$ cat config.mk
export PLATFORM = sky130hd
export DESIGN_NAME = rrr_ctrl_flat
export DESIGN_NICKNAME = d
export VERILOG_FILES = /design/src/rrr_pkg.sv /design/src/rrr_if.sv /design/src/rrr_ctrl.sv /design/src/flat_wrapper.sv
export SDC_FILE = /design/constraint.sdc
export NUM_CORES = 1
export LEC_CHECK = 0
export BUFFER_PORTS_ARGS = -buffer_cell sky130_fd_sc_hd__buf_2
export CORE_MARGIN = 2
export CORE_UTILIZATION = 40
export CTS_CLUSTER_SIZE = 20
export DETAILED_ROUTE_END_ITERATION = 10
export GPL_TIMING_DRIVEN = 0
export PLACE_DENSITY = 0.74
export SYNTH_ARGS = -nofsm -noshare
export SYNTH_HDL_FRONTEND = slang
export SYNTH_SLANG_ARGS = --single-unit
$ cat constraint.sdc
create_clock -name pclk -period 4 [get_ports pclk]
set_input_delay 0.8 -clock pclk [delete_from_list [all_inputs] [get_ports pclk]]
set_output_delay 0.8 -clock pclk [all_outputs]
set_load 0.1 [all_outputs]
$ cat src/rrr_pkg.sv
// package: command codes, mode-register layout and timing counts for the row maintenance link
package rrr_pkg;
  localparam int unsigned CLK_MHZ         = 40;
  // times in ns / ms / us as printed or chosen
  localparam int unsigned T_MRD_NS        = 14;
  localparam int unsigned T_RAS_NS        = 42;
  localparam int unsigned T_RP_NS         = 18;
  localparam int unsigned T_PGM_MS        = 1000;
  localparam int unsigned T_PGM_EXIT_NS   = 15;
  localparam int unsigned T_PGMPST_US     = 50;
  // least times round up to whole cycles
  localparam int unsigned MRD_CYC   = (T_MRD_NS * CLK_MHZ + 999) / 1000;
  localparam int unsigned RAS_CYC   = (T_RAS_NS * CLK_MHZ + 999) / 1000;
  localparam int unsigned RAS15_CYC = (3 * T_RAS_NS * CLK_MHZ + 1999) / 2000;
  localparam int unsigned RP_CYC    = (T_RP_NS * CLK_MHZ + 999) / 1000;
  localparam int unsigned PGM_CYC   = T_PGM_MS * CLK_MHZ * 1000;
  localparam int unsigned PEXIT_CYC = (T_PGM_EXIT_NS * CLK_MHZ + 999) / 1000;
  localparam int unsigned PPST_CYC  = T_PGMPST_US * CLK_MHZ;
  localparam int unsigned CNT_W     = 32;

  typedef enum logic [2:0] {
    RRR_CMD_NOP  = 3'h0,
    RRR_CMD_MRW  = 3'h1,
    RRR_CMD_ACT  = 3'h2,
    RRR_CMD_PRE  = 3'h3,
    RRR_CMD_PRECHARGE_ALL_BANKS = 3'h4,
    RRR_CMD_REF  = 3'h5,
    RRR_CMD_MRR  = 3'h6
  } rrr_cmd_t;

  // mode-register addresses
  localparam logic [5:0] MR_TRR_CFG = 6'h18;
  localparam logic [5:0] MR_RPR_RES = 6'h19;
  localparam logic [5:0] MR_RPR_CTL = 6'h04;
  // field positions
  localparam int unsigned TRR_EN_BIT    = 7;
  localparam int unsigned TRR_BANK_LSB  = 4;
  localparam int unsigned TRR_UNLIM_BIT = 3;
  localparam int unsigned RPR_EN_BIT    = 4;
  localparam logic [7:0]  TRR_CFG_RST   = 8'h00;
  localparam logic [7:0]  RPR_CTL_RST   = 8'h00;
  localparam logic [7:0]  RPR_RES_VAL   = 8'hff; // one spare row in each of 8 banks
  localparam int unsigned TRR_STEPS     = 3;

  // controller register offsets (apb, one word each)
  localparam logic [7:0] REG_CTRL   = 8'h00; // [0] go trr, [1] go repair, [2] clear trr
  localparam logic [7:0] REG_CFG    = 8'h04; // [2:0] bank, [7:4] mac limit field
  localparam logic [7:0] REG_ROW    = 8'h08; // [15:0] failed or target row
  localparam logic [7:0] REG_STATUS = 8'h0c; // [0] busy, [1] device trr, [2] device repair
  localparam int unsigned CTL_GO_TRR = 0;
  localparam int unsigned CTL_GO_RPR = 1;
  localparam int unsigned CTL_CLR    = 2;
endpackage : rrr_pkg
$ cat src/rrr_if.sv
// interface: command/address link between controller and memory device
`timescale 1ns/1ps
`default_nettype none
interface rrr_if;
  rrr_pkg::rrr_cmd_t cmd;
  logic [5:0]        ma;
  logic [7:0]        op;
  logic [2:0]        ba;
  logic [15:0]       row;
  logic [7:0]        rdata;
  logic              trr_active;
  logic              rpr_active;
  logic              ref_credit;
  modport dev  (input cmd, ma, op, ba, row, output rdata, trr_active, rpr_active, ref_credit);
  modport ctrl (output cmd, ma, op, ba, row, input rdata, trr_active, rpr_active, ref_credit);
endinterface : rrr_if
`default_nettype wire

$ cat src/rrr_ctrl.sv
// controller end: apb registers and sequencer for targeted refresh and row repair
`timescale 1ns/1ps
`default_nettype none
module rrr_ctrl
  import rrr_pkg::*;
#(
  parameter int unsigned PGM_CNT  = PGM_CYC,
  parameter int unsigned PPST_CNT = PPST_CYC
) (
  // apb
  input  wire logic        pclk,
  input  wire logic        presetn,
  input  wire logic        psel,
  input  wire logic        penable,
  input  wire logic        pwrite,
  input  wire logic [7:0]  paddr,
  input  wire logic [31:0] pwdata,
  output logic [31:0]      prdata,
  output logic             pready,
  output logic             pslverr,
  // link
  rrr_if.ctrl              lnk
);
  import rrr_pkg::*;

  typedef enum logic [3:0] {
    C_IDLE  = 4'h0, C_MRW  = 4'h1, C_WMRD = 4'h2, C_ACT  = 4'h3,
    C_WRAS  = 4'h4, C_PRE  = 4'h5, C_WRP  = 4'h6, C_RPRE = 4'h7,
    C_PGM   = 4'h8, C_EXIT = 4'h9, C_POST = 4'ha, C_CLR  = 4'hb
  } rrr_cst_t;

  typedef struct packed {
    rrr_cst_t      st;
    logic          rpr;
    logic [2:0]    bank;
    logic [2:0]    ba;
    logic [3:0]    mac;
    logic [15:0]   row;
    logic [1:0]    n;
    logic [CNT_W-1:0] cnt;
    rrr_cmd_t      cmd;
    logic [5:0]    ma;
    logic [7:0]    op;
    logic [31:0]   prdata;
    logic          pready;
  } rrr_ctrl_st_t;

  rrr_ctrl_st_t s_r, s_nxt;
  logic acc;

  always_comb begin
    s_nxt = s_r;
    s_nxt.cmd = RRR_CMD_NOP;
    s_nxt.pready = 1'b0;
    acc = psel && penable && !s_r.pready;
    if (acc) begin
      s_nxt.pready = 1'b1;
      s_nxt.prdata = 32'h0;
      if (pwrite) begin
        case (paddr)
          REG_CFG: begin
            s_nxt.bank = pwdata[2:0];
            s_nxt.mac = pwdata[7:4];
          end
          REG_ROW: s_nxt.row = pwdata[15:0];
          REG_CTRL: begin
            if (s_r.st == C_IDLE && pwdata[CTL_GO_TRR]) begin
              s_nxt.st = C_MRW;
              s_nxt.rpr = 1'b0;
            end else if (s_r.st == C_IDLE && pwdata[CTL_GO_RPR]) begin
              s_nxt.st = C_RPRE;
              s_nxt.rpr = 1'b1;
            end else if (s_r.st == C_IDLE && pwdata[CTL_CLR]) begin
              s_nxt.st = C_CLR;
              s_nxt.n = 2'h0;
            end
          end
          default: begin
          end
        endcase
      end else begin
        case (paddr)
          REG_CFG:    s_nxt.prdata = {24'h0, s_r.mac, 1'b0, s_r.bank};
          REG_ROW:    s_nxt.prdata = {16'h0, s_r.row};
          REG_STATUS: s_nxt.prdata = {29'h0, lnk.rpr_active, lnk.trr_active,
                                      s_r.st != C_IDLE};
          default:    s_nxt.prdata = 32'h0;
        endcase
      end
    end
    if (s_r.cnt != '0) s_nxt.cnt = s_r.cnt - 1'b1;
    case (s_r.st)
      C_IDLE: begin
      end
      C_MRW: begin
        s_nxt.cmd = RRR_CMD_MRW;
        s_nxt.ma = s_r.rpr ? MR_RPR_CTL : MR_TRR_CFG;
        // lower nibble carries the activate-limit code unchanged
        s_nxt.op = s_r.rpr ? 8'h10 : {1'b1, s_r.bank, s_r.mac};
        s_nxt.cnt = CNT_W'(MRD_CYC);
        s_nxt.n = 2'h0;
        s_nxt.st = C_WMRD;
      end
      C_WMRD: if (s_r.cnt == '0) s_nxt.st = C_ACT;
      C_ACT: begin
        s_nxt.cmd = RRR_CMD_ACT;
        s_nxt.ba = s_r.bank;
        s_nxt.row = s_r.row;
        s_nxt.st = s_r.rpr ? C_PGM : C_WRAS;
        s_nxt.cnt = s_r.rpr ? CNT_W'(PGM_CNT) :
                    (s_r.n == 2'h0) ? CNT_W'(RAS15_CYC) : CNT_W'(RAS_CYC);
      end
      C_WRAS: if (s_r.cnt == '0) s_nxt.st = C_PRE;
      C_PGM:  if (s_r.cnt == '0) s_nxt.st = C_PRE;
      C_PRE: begin
        s_nxt.cmd = RRR_CMD_PRE;
        s_nxt.ba = s_r.bank;
        s_nxt.n = s_r.n + 2'h1;
        s_nxt.cnt = s_r.rpr ? CNT_W'(PEXIT_CYC) :
                    (s_r.n == 2'h2) ? CNT_W'(RP_CYC + MRD_CYC) : CNT_W'(RP_CYC);
        s_nxt.st = s_r.rpr ? C_EXIT : C_WRP;
      end
      C_WRP: begin
        if (s_r.cnt == '0) s_nxt.st = (s_r.n == 2'h3) ? C_IDLE : C_ACT;
      end
      C_RPRE: begin
        s_nxt.cmd = RRR_CMD_PRECHARGE_ALL_BANKS;
        s_nxt.st = C_MRW;
      end
      C_EXIT: begin
        if (s_r.cnt == '0) begin
          s_nxt.cmd = RRR_CMD_MRW;
          s_nxt.ma = MR_RPR_CTL;
          s_nxt.op = 8'h00;
          s_nxt.cnt = CNT_W'(PPST_CNT);
          s_nxt.st = C_POST;
        end
      end
      C_POST: if (s_r.cnt == '0) s_nxt.st = C_IDLE;
      C_CLR: begin
        if (s_r.cnt == '0) begin
          s_nxt.cmd = (s_r.n == 2'h0) ? RRR_CMD_MRW : RRR_CMD_PRE;
          s_nxt.ma = MR_TRR_CFG;
          s_nxt.op = 8'h00;
          s_nxt.ba = s_r.bank;
          s_nxt.cnt = CNT_W'((s_r.n == 2'h0) ? MRD_CYC : RP_CYC);
          s_nxt.n = s_r.n + 2'h1;
          if (s_r.n == 2'h3) s_nxt.st = C_IDLE;
        end
      end
      default: s_nxt.st = C_IDLE;
    endcase
  end

  always_ff @(posedge pclk or negedge presetn) begin
    if (!presetn) begin
      s_r <= '{st: C_IDLE, cmd: RRR_CMD_NOP, default: '0};
    end else begin
      s_r <= s_nxt;
    end
  end

  assign prdata  = s_r.prdata;
  assign pready  = s_r.pready;
  assign pslverr = 1'b0;
  assign lnk.cmd = s_r.cmd;
  assign lnk.ma  = s_r.ma;
  assign lnk.op  = s_r.op;
  assign lnk.ba  = s_r.ba;
  assign lnk.row = s_r.row;
endmodule : rrr_ctrl
`default_nettype wire

$ cat src/flat_wrapper.sv
// flat-port wrapper written by rule: the top's interface ports become plain ports
module rrr_ctrl_flat import rrr_pkg::*;
#(
  parameter int unsigned PGM_CNT  = PGM_CYC,
  parameter int unsigned PPST_CNT = PPST_CYC
)
  (pclk, presetn, psel, penable, pwrite, paddr, pwdata, prdata, pready, pslverr, lnk_cmd, lnk_ma, lnk_op, lnk_ba, lnk_row, lnk_rdata, lnk_trr_active, lnk_rpr_active, lnk_ref_credit);
  rrr_if lnk_i ();
  input  wire logic pclk;
  input  wire logic presetn;
  input  wire logic psel;
  input  wire logic penable;
  input  wire logic pwrite;
  input  wire logic [7:0] paddr;
  input  wire logic [31:0] pwdata;
  output logic [31:0] prdata;
  output logic pready;
  output logic pslverr;
  output wire logic [$bits(lnk_i.cmd)-1:0] lnk_cmd;
  output wire logic [$bits(lnk_i.ma)-1:0] lnk_ma;
  output wire logic [$bits(lnk_i.op)-1:0] lnk_op;
  output wire logic [$bits(lnk_i.ba)-1:0] lnk_ba;
  output wire logic [$bits(lnk_i.row)-1:0] lnk_row;
  input wire logic [$bits(lnk_i.rdata)-1:0] lnk_rdata;
  input wire logic [$bits(lnk_i.trr_active)-1:0] lnk_trr_active;
  input wire logic [$bits(lnk_i.rpr_active)-1:0] lnk_rpr_active;
  input wire logic [$bits(lnk_i.ref_credit)-1:0] lnk_ref_credit;
  assign lnk_cmd = lnk_i.cmd;
  assign lnk_ma = lnk_i.ma;
  assign lnk_op = lnk_i.op;
  assign lnk_ba = lnk_i.ba;
  assign lnk_row = lnk_i.row;
  assign lnk_i.rdata = lnk_rdata;
  assign lnk_i.trr_active = lnk_trr_active;
  assign lnk_i.rpr_active = lnk_rpr_active;
  assign lnk_i.ref_credit = lnk_ref_credit;
  rrr_ctrl #(.PGM_CNT(PGM_CNT), .PPST_CNT(PPST_CNT)) u_core (.pclk(pclk), .presetn(presetn), .psel(psel), .penable(penable), .pwrite(pwrite), .paddr(paddr), .pwdata(pwdata), .prdata(prdata), .pready(pready), .pslverr(pslverr), .lnk(lnk_i));
endmodule
==> results.py <==
metrics = {
    "setup_path": {
        "crit_fanout": 8,
        "slowest_delay_ns": 0.58,
        "crit_buf_inv": 1,
        "criticalPathCategory": "reg -> reg",
        "worstPathRequired_ns": 4.20,
        "cp-end-kind": "flip-flop",
        "reg2reg_slack_ns": 0.57,
        "cp_slowest_cell": "or4_4",
        "cp_top_family": "simple AND/OR/NAND/NOR gates",
        "critPathArrivalTime_ns": 3.64,
        "crit_chain": "or4_4 > or4_1 > buf_2 > nor3_1 > nand2_1 > ha_1 > o21ai_0 > o22ai_1 > a311oi_1 > a21oi_1",
        "start_kind": "flip-flop",
    },
    "run_status": {
        "outcome": "complete, no violations",
    },
    "detailed_routing": {
        "drt_iter0_drc": 360,
        "viasPerCell": 5.11,
        "wl_per_cell_um": 14.7,
        "wl_um": 11800,
        "routed-via-count": 4088,
        "dr.pass1.iters": 5,
        "drtAntennaViolNets": 0,
        "drc": 0,
    },
    "global_route": {
        "grt_pass1_vias": 4035,
        "grtUsageTotal_pct": 17.3,
        "grt_pass1_wl_um": 19800,
        "grt_max_degree": 57,
        "antenna_found_initial": 0,
        "grt_overflow": 0,
    },
    "synthesis": {
        "synthAdderAreaFrac_pct": 1.44,
        "synth_top_family_by_area": "simple AND/OR/NAND/NOR gates",
        "synth_seq_cells": 95,
        "postSynth.asyncResetShare_pct": 100,
        "synth_edf_count": 0,
        "synth_xor_area_share_pct": 4.04,
        "synth_cell_types": 53,
        "synth_compound_area_share_pct": 14.4,
        "yosysSeqAreaShare_pct": 45.7,
        "synth_simple_gate_area_share_pct": 14.7,
        "ys.flop_type": "dfrtp_1",
        "syn_area_um2": 5200,
        "synth_cells": 513,
        "synth.area.mux_share_pct": 6.68,
        "avgSynthCellArea_um2": 10.1,
        "yosysWarnings": 0,
    },
    "die": {
        "die_w_um": 118,
        "core_area_um2": 12700,
        "initial_utilization_pct": 41.1,
        "std_cell_rows": 41,
        "die-area_um2": 13900,
        "die_h_um": 118,
        "ios": 126,
    },
    "cts": {
        "postCtsSetupRepairBufs": 0,
        "clkSinkCount": 95,
        "clk_path_buf_depth": 2,
        "clk_latency_ns": 0.34,
        "root_buffer": "clkbuf_16",
        "cts_htree_levels": 3,
        "clk_pin_slew_ns": 0.07,
        "cts_tree": "done",
        "cts.repair.resized": 0,
        "cts_made_buffers": 9,
        "cts_hold_repair.buffers": 0,
    },
    "sta": {
        "drv_slew": 0,
        "rsz0062_at_grt": "no",
        "finalCritPeriodShare_pct": 85.8,
        "slew_headroom_pct": 10.7,
        "clock.fmax_mhz": 291,
        "whs_ns": 0.427,
        "hold_viol_final": 0,
        "worstMarginPinSlew_ns": 1.33,
        "setup_viol": 0,
        "setup_slack_ns": 0.567,
        "fin_tns_setup_ns": 0,
        "post-route-min-period_ns": 3.43,
        "finalClockSkew_ns": 0.00942,
    },
    "min_path": {
        "hold_class": "in -> async",
    },
    "finish": {
        "n_antenna_cell": 0,
        "syn_to_final_growth_pct": 19.9,
        "final_nets": 685,
        "post_route_cells_drive_above_1_share_pct": 33.1,
        "instances_no_fill": 800,
        "n_fill_cell": 1151,
    },
    "placed_design": {
        "place_hpwl_um": 8770,
        "place.gp.congestion": 0.879,
        "preCtsSetupSlack_ns": 0.361,
        "port_buffers": 79,
        "dp_cells": 784,
    },
    "power_and_ir_drop": {
        "vdd_drop_max_mv": 0.172,
        "leakage_nw": 3.13,
        "total_power_w": 0.00328,
        "p_per_area_nw_per_um2": 526,
    },
    "job": {
        "maxCapViolCount": 0,
    },
}
==> final timing paths <==
kind | end | cells past startpoint | start
setup / recovery | u_core.s_r[50] | 10 | u_core.s_r[61]
hold / removal | u_core.s_r[80] | 1 | presetn
setup reg to reg | u_core.s_r[50] | 10 | u_core.s_r[61]
hold reg to reg | u_core.lnk.ma[2] | 2 | u_core.lnk.ma[2]
min in group pclk | u_core.lnk.ma[2] | 2 | u_core.lnk.ma[2]
max in group asynchronous | u_core.s_r[103] | 2 | presetn
==> stage by stage <==
step                instance area [um2]  utilization [%]
floorplan                          5280                -
CTS                                6240             49.3
global route                       6240             49.3
finish                             6240             49.3
global placement                   5890             46.5
detailed placement                 5920             46.7
==> registers in the layout, indices dropped and copies added (netlist names) <==
name / count
u_core.lnk.op: 8
u_core.lnk.ma: 2
u_core.s_r: 46
u_core.lnk.ba: 3
u_core.lnk.cmd: 3
u_core.pready: 1
u_core.lnk.row: 16
u_core.prdata: 16
==> cell usage in the layout (no fill, tap or decap), types with 6 or more instances in the layout <==
cell type / instances
inv_1: 9
a31oi_1: 6
xor2_1: 6
nor3_1: 9
conb_1: 20
dfrtp_1: 95
a21oi_1: 23
o21ai_0: 22
nand3_1: 6
buf_2: 81
clkbuf_16: 9
a22o_1: 30
or4_1: 6
nor4_1: 16
xnor2_1: 18
nand2_1: 26
or3_1: 7
buf_4: 70
mux2_2: 26
nor2_1: 49
clkbuf_1: 17
ha_1: 6
==> layer usage <==
metal	vias up	GRT usage, %	wire length, um	share of wire [%]
met1	1955	23.4	5400	46
met2	146	27.3	5470	46
li1	1965	-	-	-
met4	0	5.87	201	1.7
met5	-	0	0	0
met3	22	3.92	727	6.2
==> synth_stat cells (all sizes together), types with 6 or more instances <==
| master | n | share of area [%] |
|---|---|---|
| xor2 | 6 | 1.0 |
| nand2 | 26 | 1.9 |
| ha | 6 | 1.4 |
| a22o | 30 | 5.0 |
| nor3 | 9 | 0.87 |
| mux2 | 29 | 6.5 |
| nor2 | 49 | 3.5 |
| nor4 | 17 | 2.3 |
| or3 | 7 | 0.84 |
| clkbuf | 15 | 1.1 |
| xnor2 | 18 | 3.0 |
| nand3 | 6 | 0.58 |
| or4 | 10 | 1.7 |
| a31oi | 6 | 0.72 |
| o21ai | 25 | 2.4 |
| a21oi | 25 | 2.8 |
| buf | 77 | 11 |
| dfrtp | 95 | 46 |
| inv | 9 | 0.65 |
==> cells by family after synthesis <==
logic type	after synthesis
compound gates	109
xor+xnor	24
other cells	1
mux	30
buf+inv	102
fa+ha+maj	6
simple gates	146
flops	95
==> final cells by class <==
cell class / count / area (um2) / share of cell area [%]
flip-flops and latches: 95 / 2380 / 38.1
multi-input cells: 335 / 2220 / 35.6
plain buffers: 92 / 638 / 10.2
repair buffers: 80 / 425 / 6.82
clock buffers: 12 / 246 / 3.95
well taps: 172 / 215 / 3.45
clock inverters: 4 / 77.6 / 1.24
inverters: 10 / 37.5 / 0.601
==> report_power, final <==
group / internal [W] / switching, W
Clock: 0.000569 / 0.000354
Sequential: 0.00112 / 0.000166
Combinational: 0.000377 / 0.000694
Total: 0.00207 / 0.00121
Note: power is estimated with default switching activity, not from simulation.
